File: src/core/epc_defs.svh
// Offsets, field positions, reset values for the core event unit.
// Assumes inclusion by bare name from every design file that needs it.
// Function
// - Five event classes, each own path
// - Fixed levels, lower number ranks higher
// - Nested service routines stay active together
// - Higher priority event always served first
// - Emulation event enters emulation mode
// - Reset event resets whole processor
// - Non-maskable from watchdog or pin
// - Exception taken before instruction completes
// - Misalign or undefined opcode raise exception
// - Interrupts from pins, timers, peripherals, software
// - Per-level return address and return
// - Taking event saves state on stack
// - Peripheral interrupts arrive via router stage
// - Nine general inputs at levels 7-15
// - Latch set on event, cleared on accept
// - Mask bit set lets latched event serve
// - Active bit set while routine runs
`ifndef EPC_DEFS_SVH
`define EPC_DEFS_SVH

// ----------------------------------------
// Register offsets
// ----------------------------------------
`define EPC_OFF_LATCH   8'h00
`define EPC_OFF_MASK    8'h04
`define EPC_OFF_ACTIVE  8'h08
`define EPC_OFF_CTRL    8'h0C
`define EPC_OFF_ISTAT   8'h10
`define EPC_OFF_EVENT_MASK_REG   8'h14
`define EPC_RET_PAGE    2'h1

// ----------------------------------------
// Levels and fixed bit groups
// ----------------------------------------
`define EPC_LVL_EMU     4'h0
`define EPC_LVL_RST     4'h1
`define EPC_LVL_NMI     4'h2
`define EPC_LVL_EXC     4'h3
`define EPC_LVL_RSVD    4'h4
`define EPC_LVL_HWE     4'h5
`define EPC_LVL_TMR     4'h6
`define EPC_LVL_GP0     4'h7
`define EPC_ALWAYS_ON   16'h000F
`define EPC_RSVD_BITS   16'h0010
`define EPC_GP_BITS     16'hFF80

// ----------------------------------------
// Fields and reset values
// ----------------------------------------
`define EPC_CTRL_GPEN   0
`define EPC_CTRL_SRST   1
`define EPC_IS_TAKE     0
`define EPC_IS_REFUSE   1
`define EPC_IS_STRAY    2
`define EPC_IS_W        3
`define EPC_LATCH_RST   16'h0000
`define EPC_MASK_RST    16'h0000
`define EPC_GPEN_RST    1'h1
`define EPC_RESP_OKAY   2'h0
`define EPC_RESP_SLVERR 2'h2

`endif

File: src/core/epc_pkg.sv
// Types shared by the core event unit files.
// Assumes nothing beyond a SystemVerilog compiler.
`default_nettype none
package epc_pkg;
  typedef logic [3:0]  epc_lvl_t;
  typedef logic [15:0] epc_vec_t;
  typedef logic [31:0] epc_word_t;
  typedef logic [1:0]  epc_resp_t;
endpackage : epc_pkg
`default_nettype wire

File: src/core/epc_pin_sync.sv
// Three-stage pin filter with registered rising-edge flag per bit.
// Assumes pins asynchronous to clk; ce freezes all stages.
`default_nettype none
module epc_pin_sync #(
  parameter int W = 2
) (
  input  wire logic         clk,
  input  wire logic         sys_rst,
  input  wire logic         ce,
  input  wire logic [W-1:0] pin,
  output var  logic [W-1:0] level_q,
  output var  logic [W-1:0] rise_q
);
  generate
    if (W < 1) begin : g_bad
      $error("epc_pin_sync needs W of at least 1");
    end
    for (genvar i = 0; i < W; i++) begin : g_bit
      logic s1_q;
      logic s2_q;
      logic s3_q;
      always_ff @(posedge clk or posedge sys_rst) begin
        if (sys_rst) begin
          s1_q       <= 1'b0;
          s2_q       <= 1'b0;
          s3_q       <= 1'b0;
          level_q[i] <= 1'b0;
          rise_q[i]  <= 1'b0;
        end else if (ce) begin
          s1_q <= pin[i];
          s2_q <= s1_q;
          s3_q <= s2_q;
          // Change counts only once stages two and three agree
          if (s2_q == s3_q) begin
            level_q[i] <= s3_q;
          end
          rise_q[i] <= (s2_q == s3_q) && s3_q && !level_q[i];
        end
      end
    end
  endgenerate
endmodule : epc_pin_sync
`default_nettype wire

File: src/core/epc_prio_pick.sv
// Lowest-index set bit finder: index zero ranks highest.
// Assumes a purely combinational use on the caller's clock.
`default_nettype none
module epc_prio_pick #(
  parameter int N  = 16,
  parameter int IW = 4
) (
  input  wire logic [N-1:0]  vec,
  output var  logic [IW-1:0] idx,
  output var  logic          any
);
  generate
    if ((1 << IW) < N) begin : g_bad
      $error("epc_prio_pick index too narrow");
    end
  endgenerate

  always_comb begin
    idx = '0;
    any = 1'b0;
    for (int i = N - 1; i >= 0; i--) begin
      if (vec[i]) begin
        idx = IW'(i);
        any = 1'b1;
      end
    end
  end
endmodule : epc_prio_pick
`default_nettype wire

File: src/core/epc_core_event_unit.sv
// Core event unit: latch, mask, active tracking, nesting, AXI4-Lite regs.
// Assumes the sequencer, router and watchdog share clk with this block.
`default_nettype none
`include "epc_defs.svh"
module epc_core_event_unit #(
  parameter int AW     = 8,
  parameter int NUM_GP = 9
) (
  input  wire logic                clk,
  input  wire logic                sys_rst,
  input  wire logic                ce,
  input  wire logic [AW-1:0]       s_axi_awaddr,
  input  wire logic                s_axi_awvalid,
  output var  logic                s_axi_awready,
  input  wire logic [31:0]         s_axi_wdata,
  input  wire logic [3:0]          s_axi_wstrb,
  input  wire logic                s_axi_wvalid,
  output var  logic                s_axi_wready,
  output var  epc_pkg::epc_resp_t  s_axi_bresp,
  output var  logic                s_axi_bvalid,
  input  wire logic                s_axi_bready,
  input  wire logic [AW-1:0]       s_axi_araddr,
  input  wire logic                s_axi_arvalid,
  output var  logic                s_axi_arready,
  output var  epc_pkg::epc_word_t  s_axi_rdata,
  output var  epc_pkg::epc_resp_t  s_axi_rresp,
  output var  logic                s_axi_rvalid,
  input  wire logic                s_axi_rready,
  input  wire logic                emu_req_pin,
  input  wire logic                nmi_pin,
  input  wire logic                wdog_nmi_req,
  input  wire logic                exc_req,
  input  wire logic                hw_err_req,
  input  wire logic                core_timer_req,
  input  wire logic [NUM_GP-1:0]   gp_irq,
  input  wire logic                sw_raise_valid,
  input  wire epc_pkg::epc_lvl_t   sw_raise_level,
  input  wire epc_pkg::epc_word_t  ret_pc,
  input  wire logic                rte_valid,
  input  wire epc_pkg::epc_lvl_t   rte_level,
  output var  logic                take_valid_q,
  output var  epc_pkg::epc_lvl_t   take_level_q,
  output var  logic                push_state_q,
  output var  logic                exc_abort_q,
  output var  logic                emu_mode_q,
  output var  logic                core_reset_q,
  output var  logic                resume_valid_q,
  output var  epc_pkg::epc_word_t  resume_addr_q,
  output var  logic                irq_q
);
  localparam int LVLS = 16;

  generate
    if (NUM_GP + 7 != LVLS) begin : g_bad_gp
      $error("Nine general inputs fill levels 7 to 15");
    end
    if (AW < 8) begin : g_bad_aw
      $error("AXI address must be at least 8 bits");
    end
  endgenerate

  // ----------------------------------------
  // State
  // ----------------------------------------
  epc_pkg::epc_vec_t  latch_q;
  epc_pkg::epc_vec_t  mask_q;
  epc_pkg::epc_vec_t  active_q;
  logic               gp_en_q;
  logic [`EPC_IS_W-1:0] istat_q;
  logic [`EPC_IS_W-1:0] event_mask_reg_q;
  epc_pkg::epc_word_t ret_addr_q [LVLS];
  logic [AW-1:0]      awaddr_q;
  epc_pkg::epc_word_t wdata_q;
  logic [3:0]         wstrb_q;

  // ----------------------------------------
  // Event sources
  // ----------------------------------------
  logic [1:0] pin_rise;
  logic [1:0] pin_level;

  epc_pin_sync #(.W(2)) u_pins (
    .clk     (clk),
    .sys_rst (sys_rst),
    .ce      (ce),
    .pin     ({nmi_pin, emu_req_pin}),
    .level_q (pin_level),
    .rise_q  (pin_rise)
  );

  logic              wr_fire;
  logic              wr_latch;
  logic              wr_mask;
  logic              wr_ctrl;
  logic              wr_istat;
  logic              wr_event_mask_reg;
  logic              srst_req;
  epc_pkg::epc_vec_t lane16;
  epc_pkg::epc_vec_t wdata16;
  epc_pkg::epc_vec_t sw_vec;
  epc_pkg::epc_vec_t set_vec;

  assign lane16  = {{8{wstrb_q[1]}}, {8{wstrb_q[0]}}};
  assign wdata16 = wdata_q[15:0];
  assign srst_req = wr_ctrl && wstrb_q[0] && wdata_q[`EPC_CTRL_SRST];

  always_comb begin
    sw_vec = '0;
    if (sw_raise_valid && sw_raise_level >= `EPC_LVL_GP0) begin
      sw_vec[sw_raise_level] = 1'b1;
    end
  end

  always_comb begin
    set_vec = '0;
    set_vec[`EPC_LVL_EMU] = pin_rise[0];
    set_vec[`EPC_LVL_RST] = srst_req;
    set_vec[`EPC_LVL_NMI] = wdog_nmi_req || pin_rise[1];
    set_vec[`EPC_LVL_EXC] = exc_req;
    set_vec[`EPC_LVL_HWE] = hw_err_req;
    set_vec[`EPC_LVL_TMR] = core_timer_req;
    set_vec[LVLS-1:7] = gp_irq | sw_vec[LVLS-1:7];
  end

  // ----------------------------------------
  // Selection
  // ----------------------------------------
  epc_pkg::epc_vec_t mask_eff;
  epc_pkg::epc_vec_t cand;
  epc_pkg::epc_lvl_t c_lvl;
  epc_pkg::epc_lvl_t a_lvl;
  logic              c_any;
  logic              a_any;
  logic              take;
  epc_pkg::epc_vec_t take_vec;
  epc_pkg::epc_vec_t rte_vec;
  logic              stray;

  assign mask_eff = (mask_q | `EPC_ALWAYS_ON) & ~`EPC_RSVD_BITS;
  assign cand = latch_q & mask_eff
              & (gp_en_q ? 16'hFFFF : ~`EPC_GP_BITS);

  epc_prio_pick #(.N(LVLS), .IW(4)) u_pick_cand (
    .vec (cand),
    .idx (c_lvl),
    .any (c_any)
  );

  epc_prio_pick #(.N(LVLS), .IW(4)) u_pick_act (
    .vec (active_q),
    .idx (a_lvl),
    .any (a_any)
  );

  // Preempt only above the highest active routine
  assign take = c_any && (!a_any || c_lvl < a_lvl);
  assign take_vec = take ? (16'h0001 << c_lvl) : '0;
  assign rte_vec  = rte_valid ? (16'h0001 << rte_level) : '0;
  assign stray    = rte_valid && !active_q[rte_level];

  // ----------------------------------------
  // Latch, mask and active registers
  // ----------------------------------------
  epc_pkg::epc_vec_t lat_wm;
  logic              refuse;

  assign lat_wm = wr_latch ? (lane16 & ~mask_eff & ~`EPC_RSVD_BITS) : '0;
  assign refuse = wr_latch
                && |(lane16 & mask_eff & (wdata16 ^ latch_q));

  always_ff @(posedge clk or posedge sys_rst) begin
    if (sys_rst) begin
      latch_q <= `EPC_LATCH_RST;
    end else if (ce) begin
      // New event wins over accept and software clear
      latch_q <= (((latch_q & ~lat_wm) | (wdata16 & lat_wm))
                 & ~take_vec) | set_vec;
    end
  end

  always_ff @(posedge clk or posedge sys_rst) begin
    if (sys_rst) begin
      mask_q  <= `EPC_MASK_RST;
      gp_en_q <= `EPC_GPEN_RST;
    end else if (ce) begin
      if (wr_mask) begin
        mask_q <= (mask_q & ~lane16) | (wdata16 & lane16);
      end
      if (wr_ctrl && wstrb_q[0]) begin
        gp_en_q <= wdata_q[`EPC_CTRL_GPEN];
      end
    end
  end

  always_ff @(posedge clk or posedge sys_rst) begin
    if (sys_rst) begin
      active_q <= '0;
    end else if (ce) begin
      if (take && c_lvl == `EPC_LVL_RST) begin
        active_q <= take_vec;
      end else begin
        active_q <= (active_q & ~rte_vec) | take_vec;
      end
    end
  end

  // ----------------------------------------
  // Sequencer handshake
  // ----------------------------------------
  generate
    for (genvar i = 0; i < LVLS; i++) begin : g_ret
      always_ff @(posedge clk or posedge sys_rst) begin
        if (sys_rst) begin
          ret_addr_q[i] <= '0;
        end else if (ce && take && c_lvl == 4'(i)) begin
          ret_addr_q[i] <= ret_pc;
        end
      end
    end
  endgenerate

  always_ff @(posedge clk or posedge sys_rst) begin
    if (sys_rst) begin
      take_valid_q   <= 1'b0;
      take_level_q   <= '0;
      push_state_q   <= 1'b0;
      exc_abort_q    <= 1'b0;
      core_reset_q   <= 1'b0;
      resume_valid_q <= 1'b0;
      resume_addr_q  <= '0;
    end else if (ce) begin
      take_valid_q   <= take;
      push_state_q   <= take;
      exc_abort_q    <= exc_req;
      core_reset_q   <= take && c_lvl == `EPC_LVL_RST;
      resume_valid_q <= rte_valid;
      if (take) begin
        take_level_q <= c_lvl;
      end
      if (rte_valid) begin
        resume_addr_q <= ret_addr_q[rte_level];
      end
    end
  end

  always_ff @(posedge clk or posedge sys_rst) begin
    if (sys_rst) begin
      emu_mode_q <= 1'b0;
    end else if (ce) begin
      if (take && c_lvl == `EPC_LVL_EMU) begin
        emu_mode_q <= 1'b1;
      end else if (rte_valid && rte_level == `EPC_LVL_EMU) begin
        emu_mode_q <= 1'b0;
      end
    end
  end

  // ----------------------------------------
  // Interrupt status
  // ----------------------------------------
  logic [`EPC_IS_W-1:0] ev;
  logic [`EPC_IS_W-1:0] istat_d;
  logic [`EPC_IS_W-1:0] event_mask_reg_d;

  assign ev = {stray, refuse, take};
  assign istat_d = (istat_q & ~(wr_istat && wstrb_q[0]
                   ? wdata_q[`EPC_IS_W-1:0] : '0)) | ev;
  assign event_mask_reg_d = (wr_event_mask_reg && wstrb_q[0])
                 ? wdata_q[`EPC_IS_W-1:0] : event_mask_reg_q;

  always_ff @(posedge clk or posedge sys_rst) begin
    if (sys_rst) begin
      istat_q <= '0;
      event_mask_reg_q <= '0;
      irq_q   <= 1'b0;
    end else if (ce) begin
      istat_q <= istat_d;
      event_mask_reg_q <= event_mask_reg_d;
      irq_q   <= |(istat_d & event_mask_reg_d);
    end
  end

  // ----------------------------------------
  // AXI4-Lite write
  // ----------------------------------------
  logic wr_hit;

  assign wr_fire  = !s_axi_awready && !s_axi_wready && !s_axi_bvalid;
  assign wr_latch = wr_fire && awaddr_q == AW'(`EPC_OFF_LATCH);
  assign wr_mask  = wr_fire && awaddr_q == AW'(`EPC_OFF_MASK);
  assign wr_ctrl  = wr_fire && awaddr_q == AW'(`EPC_OFF_CTRL);
  assign wr_istat = wr_fire && awaddr_q == AW'(`EPC_OFF_ISTAT);
  assign wr_event_mask_reg = wr_fire && awaddr_q == AW'(`EPC_OFF_EVENT_MASK_REG);
  assign wr_hit = wr_latch || wr_mask || wr_ctrl || wr_istat || wr_event_mask_reg;

  always_ff @(posedge clk or posedge sys_rst) begin
    if (sys_rst) begin
      s_axi_awready <= 1'b1;
      s_axi_wready  <= 1'b1;
      s_axi_bvalid  <= 1'b0;
      s_axi_bresp   <= `EPC_RESP_OKAY;
      awaddr_q      <= '0;
      wdata_q       <= '0;
      wstrb_q       <= '0;
    end else if (ce) begin
      if (s_axi_awvalid && s_axi_awready) begin
        s_axi_awready <= 1'b0;
        awaddr_q      <= s_axi_awaddr;
      end
      if (s_axi_wvalid && s_axi_wready) begin
        s_axi_wready <= 1'b0;
        wdata_q      <= s_axi_wdata;
        wstrb_q      <= s_axi_wstrb;
      end
      if (wr_fire) begin
        s_axi_bvalid <= 1'b1;
        s_axi_bresp  <= wr_hit ? `EPC_RESP_OKAY : `EPC_RESP_SLVERR;
      end else if (s_axi_bvalid && s_axi_bready) begin
        s_axi_bvalid  <= 1'b0;
        s_axi_awready <= 1'b1;
        s_axi_wready  <= 1'b1;
      end
    end
  end

  // ----------------------------------------
  // AXI4-Lite read
  // ----------------------------------------
  epc_pkg::epc_word_t rd_val;
  logic               rd_hit;

  always_comb begin
    rd_val = '0;
    rd_hit = 1'b1;
    if (s_axi_araddr[AW-1:6] == (AW-6)'(`EPC_RET_PAGE)) begin
      rd_val = ret_addr_q[s_axi_araddr[5:2]];
    end else begin
      unique case (s_axi_araddr)
        AW'(`EPC_OFF_LATCH):  rd_val = {16'h0000, latch_q};
        AW'(`EPC_OFF_MASK):   rd_val = {16'h0000, mask_eff};
        AW'(`EPC_OFF_ACTIVE): rd_val = {16'h0000, active_q};
        AW'(`EPC_OFF_CTRL):   rd_val = {31'h0, gp_en_q};
        AW'(`EPC_OFF_ISTAT):  rd_val = {29'h0, istat_q};
        AW'(`EPC_OFF_EVENT_MASK_REG):  rd_val = {29'h0, event_mask_reg_q};
        default:              rd_hit = 1'b0;
      endcase
    end
  end

  always_ff @(posedge clk or posedge sys_rst) begin
    if (sys_rst) begin
      s_axi_arready <= 1'b1;
      s_axi_rvalid  <= 1'b0;
      s_axi_rdata   <= '0;
      s_axi_rresp   <= `EPC_RESP_OKAY;
    end else if (ce) begin
      if (s_axi_arvalid && s_axi_arready) begin
        s_axi_arready <= 1'b0;
        s_axi_rvalid  <= 1'b1;
        s_axi_rdata   <= rd_val;
        s_axi_rresp   <= rd_hit ? `EPC_RESP_OKAY : `EPC_RESP_SLVERR;
      end else if (s_axi_rvalid && s_axi_rready) begin
        s_axi_rvalid  <= 1'b0;
        s_axi_arready <= 1'b1;
      end
    end
  end

  // ----------------------------------------
  // Assertions
  // ----------------------------------------
  epc_pkg::epc_vec_t below_c;
  assign below_c = (16'h0001 << c_lvl) - 16'h0001;
endmodule : epc_core_event_unit
`default_nettype wire

File: config.mk
export PLATFORM = sky130hd
export DESIGN_NAME = epc_core_event_unit
export DESIGN_NICKNAME = d
export VERILOG_FILES = /design/src/core/epc_pkg.sv /design/src/core/epc_pin_sync.sv /design/src/core/epc_prio_pick.sv /design/src/core/epc_core_event_unit.sv
export VERILOG_INCLUDE_DIRS = /design/src /design/src/core
export SDC_FILE = /design/constraint.sdc
export NUM_CORES = 2
export LEC_CHECK = 0
export ABC_AREA = 0
export BUFFER_PORTS_ARGS = -buffer_cell sky130_fd_sc_hd__buf_2
export CAP_MARGIN = 30
export CORE_ASPECT_RATIO = 0.7
export CORE_MARGIN = 10
export CORE_UTILIZATION = 40
export CTS_CLUSTER_SIZE = 28
export DETAILED_ROUTE_END_ITERATION = 7
export PLACE_DENSITY = 0.55
export SKIP_CTS_REPAIR_TIMING = 1
export SYNTH_ARGS = -nofsm -noshare
export SYNTH_HDL_FRONTEND = slang
export SYNTH_HIERARCHICAL = 1
export SYNTH_SLANG_ARGS = --single-unit
File: constraint.sdc
create_clock -name clk -period 51.8 [get_ports clk]
set_input_delay 5.18 -clock clk [delete_from_list [all_inputs] [get_ports clk]]
set_output_delay 5.18 -clock clk [all_outputs]
set_load 0.01 [all_outputs]
# Word level (Yosys, flattened, before mapping)
# Cells that the tools add are included.
[totals]
reg_bits = 686
elab_cells = 298
output_inout_bits = 84
[classes]
shifts = 2
eq_ne = 27
magnitude_cmp = 7
bitwise = 28
n_reduce_logical = 81
muxes = 102
[ops]
columns = ["op", "count"]
rows = [
  ["$bmux 32 s4", 2],
  ["$and 16x16->16", 11],
  ["$mux 32", 5],
  ["$mux 4", 32],
  ["$mux 16", 6],
  ["$pmux 16 s6", 1],
  ["$not 16->16", 5],
  ["$or 16x16->16", 4],
  ["$mux 1", 50],
  ["$logic_and 1x1->1", 45],
  ["$eq 4x4->1 const B", 8],
  ["$eq 8x5->1 const B", 4],
  ["$shl 1x4->16 const A", 2],
  ["$reduce_and 2->1", 13],
  ["$eq 8x4->1 const B", 3],
  ["$eq 4x3->1 const B", 4],
  ["$eq 8x3->1 const B", 2],
  ["$logic_not 8->1", 2],
  ["$reduce_or 16->1", 1],
  ["$xor 16x16->16", 1],
  ["$ge 5x5->1 const B", 2],
  ["$lt 4x5->1 const B", 2],
  ["$not 4->5", 2],
  ["$or 9x9->9", 1],
  ["20 further kinds", 39],
]

# Depth between registers and ports, before layout
[logic_depth]
ltp_word = 25
ltp_mapped = 15
ltp_nobuf = 12

# Modules after synthesis
# The synthesis kept the hierarchy.
[by_module_without_submodules]
columns = ["module", "cells_each", "n_inst", "seq_area_each_um2", "area_each_um2"]
rows = [
  ["epc_core_event_unit", 2310, 1, 16721.0, 34349.2],
  ["epc_pin_sync", 30, 1, 250.2, 456.7],
  ["epc_prio_pick", 33, 2, 0.0, 178.9],
]

# Worst setup path after synthesis
# No wires, ideal clock.
[synth_timing]
path_kind = "input to register"
from = "in s_axi_araddr[2]"
to = "reg s_axi_rdata[0]"
n_path_buf = 3
setup_time_ns = 0.138
stages = 7
required_ns = 51.662
arrival_ns = 6.979
slack_ns = 44.683
path_cell_list = "clkbuf_1 buf_2 buf_2 mux4_2 mux4_2 nand2_1 a31oi_1"
[synth_via]
elab_chain_cells = 5
[synth_lines]
columns = ["item", "line_no", "rtl"]
rows = [
  ["start, declared", "epc_core_event_unit.sv:22", "input wire logic [AW-1:0] s_axi_araddr,"],
  ["$not 4->5 (implied by the code)", "epc_core_event_unit.sv:336", "rd_val = ret_addr_q[s_axi_araddr[5:2]];"],
  ["$bmux 32 s4", "epc_core_event_unit.sv:336", ""],
  ["$mux 32 (implied by the code) (2 in a row)", "epc_core_event_unit.sv:336", ""],
  ["$mux 32 *", "epc_core_event_unit.sv:335", "if (s_axi_araddr[AW-1:6] == (AW-6)'(`EPC_RET_PAGE)) begin"],
  ["end signal, assigned", "epc_core_event_unit.sv:360", "s_axi_rdata <= rd_val;"],
  ["end, declared", "epc_core_event_unit.sv:25", "output var epc_pkg::epc_word_t s_axi_rdata,"],
]
# Every way passes the cells marked *; elsewhere a longest branch is shown, timed or not. The select of a mux whose other input is x is not followed.
# A chain may end at the register's enable or synchronous reset.

# Worst setup path in the final report
[layout_timing]
from = "in ce"
to = "reg ret_addr_q[490] (netlist bit)"
[layout_via]
elab_chain_cells = 2
[layout_lines]
columns = ["item", "line_no", "rtl"]
rows = [
  ["start, declared", "epc_core_event_unit.sv:11", "input wire logic ce,"],
  ["$logic_and 1x1->1 (2 in a row)", "epc_core_event_unit.sv:215", "end else if (ce && take && c_lvl == 4'(i)) begin"],
  ["end signal, assigned by index", "epc_core_event_unit.sv:216", "ret_addr_q[i] <= ret_pc;"],
  ["end, declared", "epc_core_event_unit.sv:71", "epc_pkg::epc_word_t ret_addr_q [LVLS];"],
]
# Every way passes these cells.

==> metrics <==
CTS Sinks=slightly below 700; Psw=approximately 430 uW; vias per inst=approximately 6; Worst Hold End=u_pins/rise_q[0]; Top-Level Pins=201; Post-route DRC=0; Initial DRC Count=1660; H-Tree Depth=3; combinational power share=0.199; RR Endpoint=ret_addr_q[113]; Final Max Tran Viols=0; ranking of synthesized cells by area=dfrtp_1, mux4_2, mux2_2, mux2i_1, clkbuf_1; RSZ-0062 raised after global routing=no; total global-route track usage=0.206; Critical Path RT=~52 ns; total grt overflow=0; Final GP Congestion=slightly above 0.8; Synth area leader=dfrtp_1; initial antenna violation count=9; Synth cell types=64; arrival time at the worst endpoint=slightly below 9 ns; number of global-route vias before repair=~23000; switching part of the total power=0.281; Pint=roughly 1.1 mW; largest fanout on the critical path=52; Cell Area, Synth=about 35000 um2; Final ANT Viol Nets=0; final WL=approximately 100000 um; relative slew slack=0.317; R2R depth=11; Detailed Place HPWL=between 60000 and 70000 um; layout cells sized above 1=0.495; outcome=complete, no violations; Initial Util=0.406; sequential power share=0.439; largest net degree at the start of global routing=between 150 and 200; die footprint=roughly 100000 um2; Post-synth top cells=dfrtp_1, mux2_2, mux4_2, clkbuf_1, nand2_1; final core occ=0.457; fmax=between 100 and 150 MHz; Root Driver=clkbuf_16; clk slew on worst S/H paths=about 0.070 ns; die width=374 um; flop-to-flop setup slack=roughly 47 ns; drt pass-1 iters=5; Sum Neg Setup Slack=0 ns; post-synth top area share=0.480; Yosys warnings=6; syn_area_per_cell=between 10 and 15 um2; diode count=0; reg2reg start=gp_en_q; HP Start=u_pins/level_q[0]; core area=approximately 87000 um2; worst clock skew=roughly 0.025 ns; Least-Margin Pin Slew=just over 1 ns; most common cell in the synthesized netlist=dfrtp_1; #FFs+latches synth=678; final critical-path required period=between 8 and 9 ns; Clk Latency, worst-skew pair=~0.63 ns; Critical Path Source Type=input port; port bufs=roughly 180; Syn-to-layout area delta=12.8%; Chip Height=268 um; clock buffer depth=3; CTS tree=built; row count=90; Net count, final=~2600; number of flops mapped to enable cells by yosys=0; Mapped Cells=between 2000 and 2500; max cap viols=0; via count=about 22000; WS Path Type=in -> reg; Post-synth ARST share=1.00; CTS buffer count=73; hold path depth=1; period utilization=0.158; Main synth FF type=dfrtp_1; setup violators final=0; Final Hold Fails=0; maximum vdd drop=~27 uV; leakage=approximately 18 nW; first-pass GRT wire length=between 150000 and 200000 um; wire length per cell=28.1 um; Clk pwr share=0.363; Worst setup EP type=flop; Seq/Total Area, Yosys=0.483; worst hold path class=reg -> reg; Cell Pwr Density=just under 40 nW/um2
==> per-layer routing <==
| metal | up-vias | wire length [um] | global-route usage |
|---|---|---|---|
| li1 | 9348 | - | - |
| met1 | 12000 | 46600 | 0.289 |
| met2 | 776 | 48400 | 0.326 |
| met3 | 184 | 6520 | 0.0393 |
| met4 | 2 | 2860 | 0.0602 |
| met5 | - | 10 | 0 |
==> kinds of logic after synthesis <==
family	synth area share
adder cells (fa/ha/maj)	0.00178
AND/OR/NAND/NOR	0.0472
XOR/XNOR	0.00374
other	0.000107
buffers and inverters	0.0299
multiplexers	0.402
flip-flops	0.483
AO/OA/AOI/OAI	0.0330
==> sequential cells by signal, indices dropped and copies added (netlist names), 2 cells and up, named ones only <==
register and count:
s_axi_rdata 32, u_pins/rise_q 2, u_pins/g_bit.s1_q 2, take_level_q 4, active_q 16, ret_addr_q 512
event_mask_reg_q 3, istat_q 3, latch_q 16, wstrb_q 2, resume_addr_q 32, u_pins/level_q 2
u_pins/g_bit.s2_q 2, u_pins/g_bit.s3_q 2, wdata_q 15, awaddr_q 8
==> per-stage QoR <==
step / hold WS [ns] / worst slack (ns) / instances / area (um2) / power [mW]
6_report: 0.462 / 43.61 / 3710 / 39700 / 1.53
5_1_grt: 0.484 / 43.46 / 3710 / 39700 / 1.60
4_1_cts: 0.464 / 43.47 / 3708 / 39600 / 1.55
3_5_place_dp: 0.452 / 42.78 / 3575 / 37100 / 0.986
3_3_place_gp: 0.428 / 42.52 / 3570 / 37000 / 0.972
2_1_floorplan: 0.417 / 27.90 / 2410 / 35200 / 0.888
==> power groups by stage <==
stage	clock network [mW]	logic (mW)	registers, mW
2_1_floorplan	0	0.226	0.662
3_3_place_gp	0	0.298	0.673
3_5_place_dp	0	0.306	0.680
4_1_cts	0.570	0.307	0.671
5_1_grt	0.591	0.328	0.682
6_report	0.556	0.305	0.673
==> layout by cell type, fill, tap and decap left out, types with 6 or more instances in the layout <==
master     instances
nor2_1            96
nand2b_1           9
mux2i_1           46
a22oi_1           15
xor2_1            15
mux2_4             7
a21o_1            10
a21oi_1           43
nand2_1          108
clkbuf_1          20
bufinv_16         12
mux2_1            10
o22ai_1            6
inv_1             24
nor3_1            21
a31oi_1           12
buf_4             42
dfrtp_1          674
mux2_2           570
and3_1            11
o21ai_0           60
nor4_2             6
nand3_1           30
nor2b_1           10
nand4_1           10
clkinv_2          14
buf_2            173
mux4_2           312
clkbuf_16         75
==> final cells by class <==
cell class              instances  area, um2
clock inverters                33        488
repair buffers                226       1400
well taps                    1150       1440
inverters                      25        101
fillers                      7637      47000
multi-input cells            1498      17200
clock buffers                 100       2020
flip-flops and latches        678      17000
==> critical path: stages <==
cell	delay, ns
buf_2	0.50
buf_4	0.60
inv_1	0.49
or2_4	0.46
nor4_4	0.22
buf_4	0.77
mux2_2	0.41
==> worst max path at each step <==
stage	from	slack [ns]	depth (start not counted)	to
after floorplan	sys_rst	27.90	1	async pin
final	ce	43.61	7	ret_addr_q[490]
after CTS	s_axi_araddr[2]	43.47	8	s_axi_rdata[5]
after global routing	ce	43.46	7	ret_addr_q[492]
after detailed placement	s_axi_araddr[2]	42.78	8	s_axi_rdata[5]
after global placement	s_axi_araddr[2]	42.52	7	s_axi_rdata[5]
No activity file was read; power rests on OpenSTA's default activity.
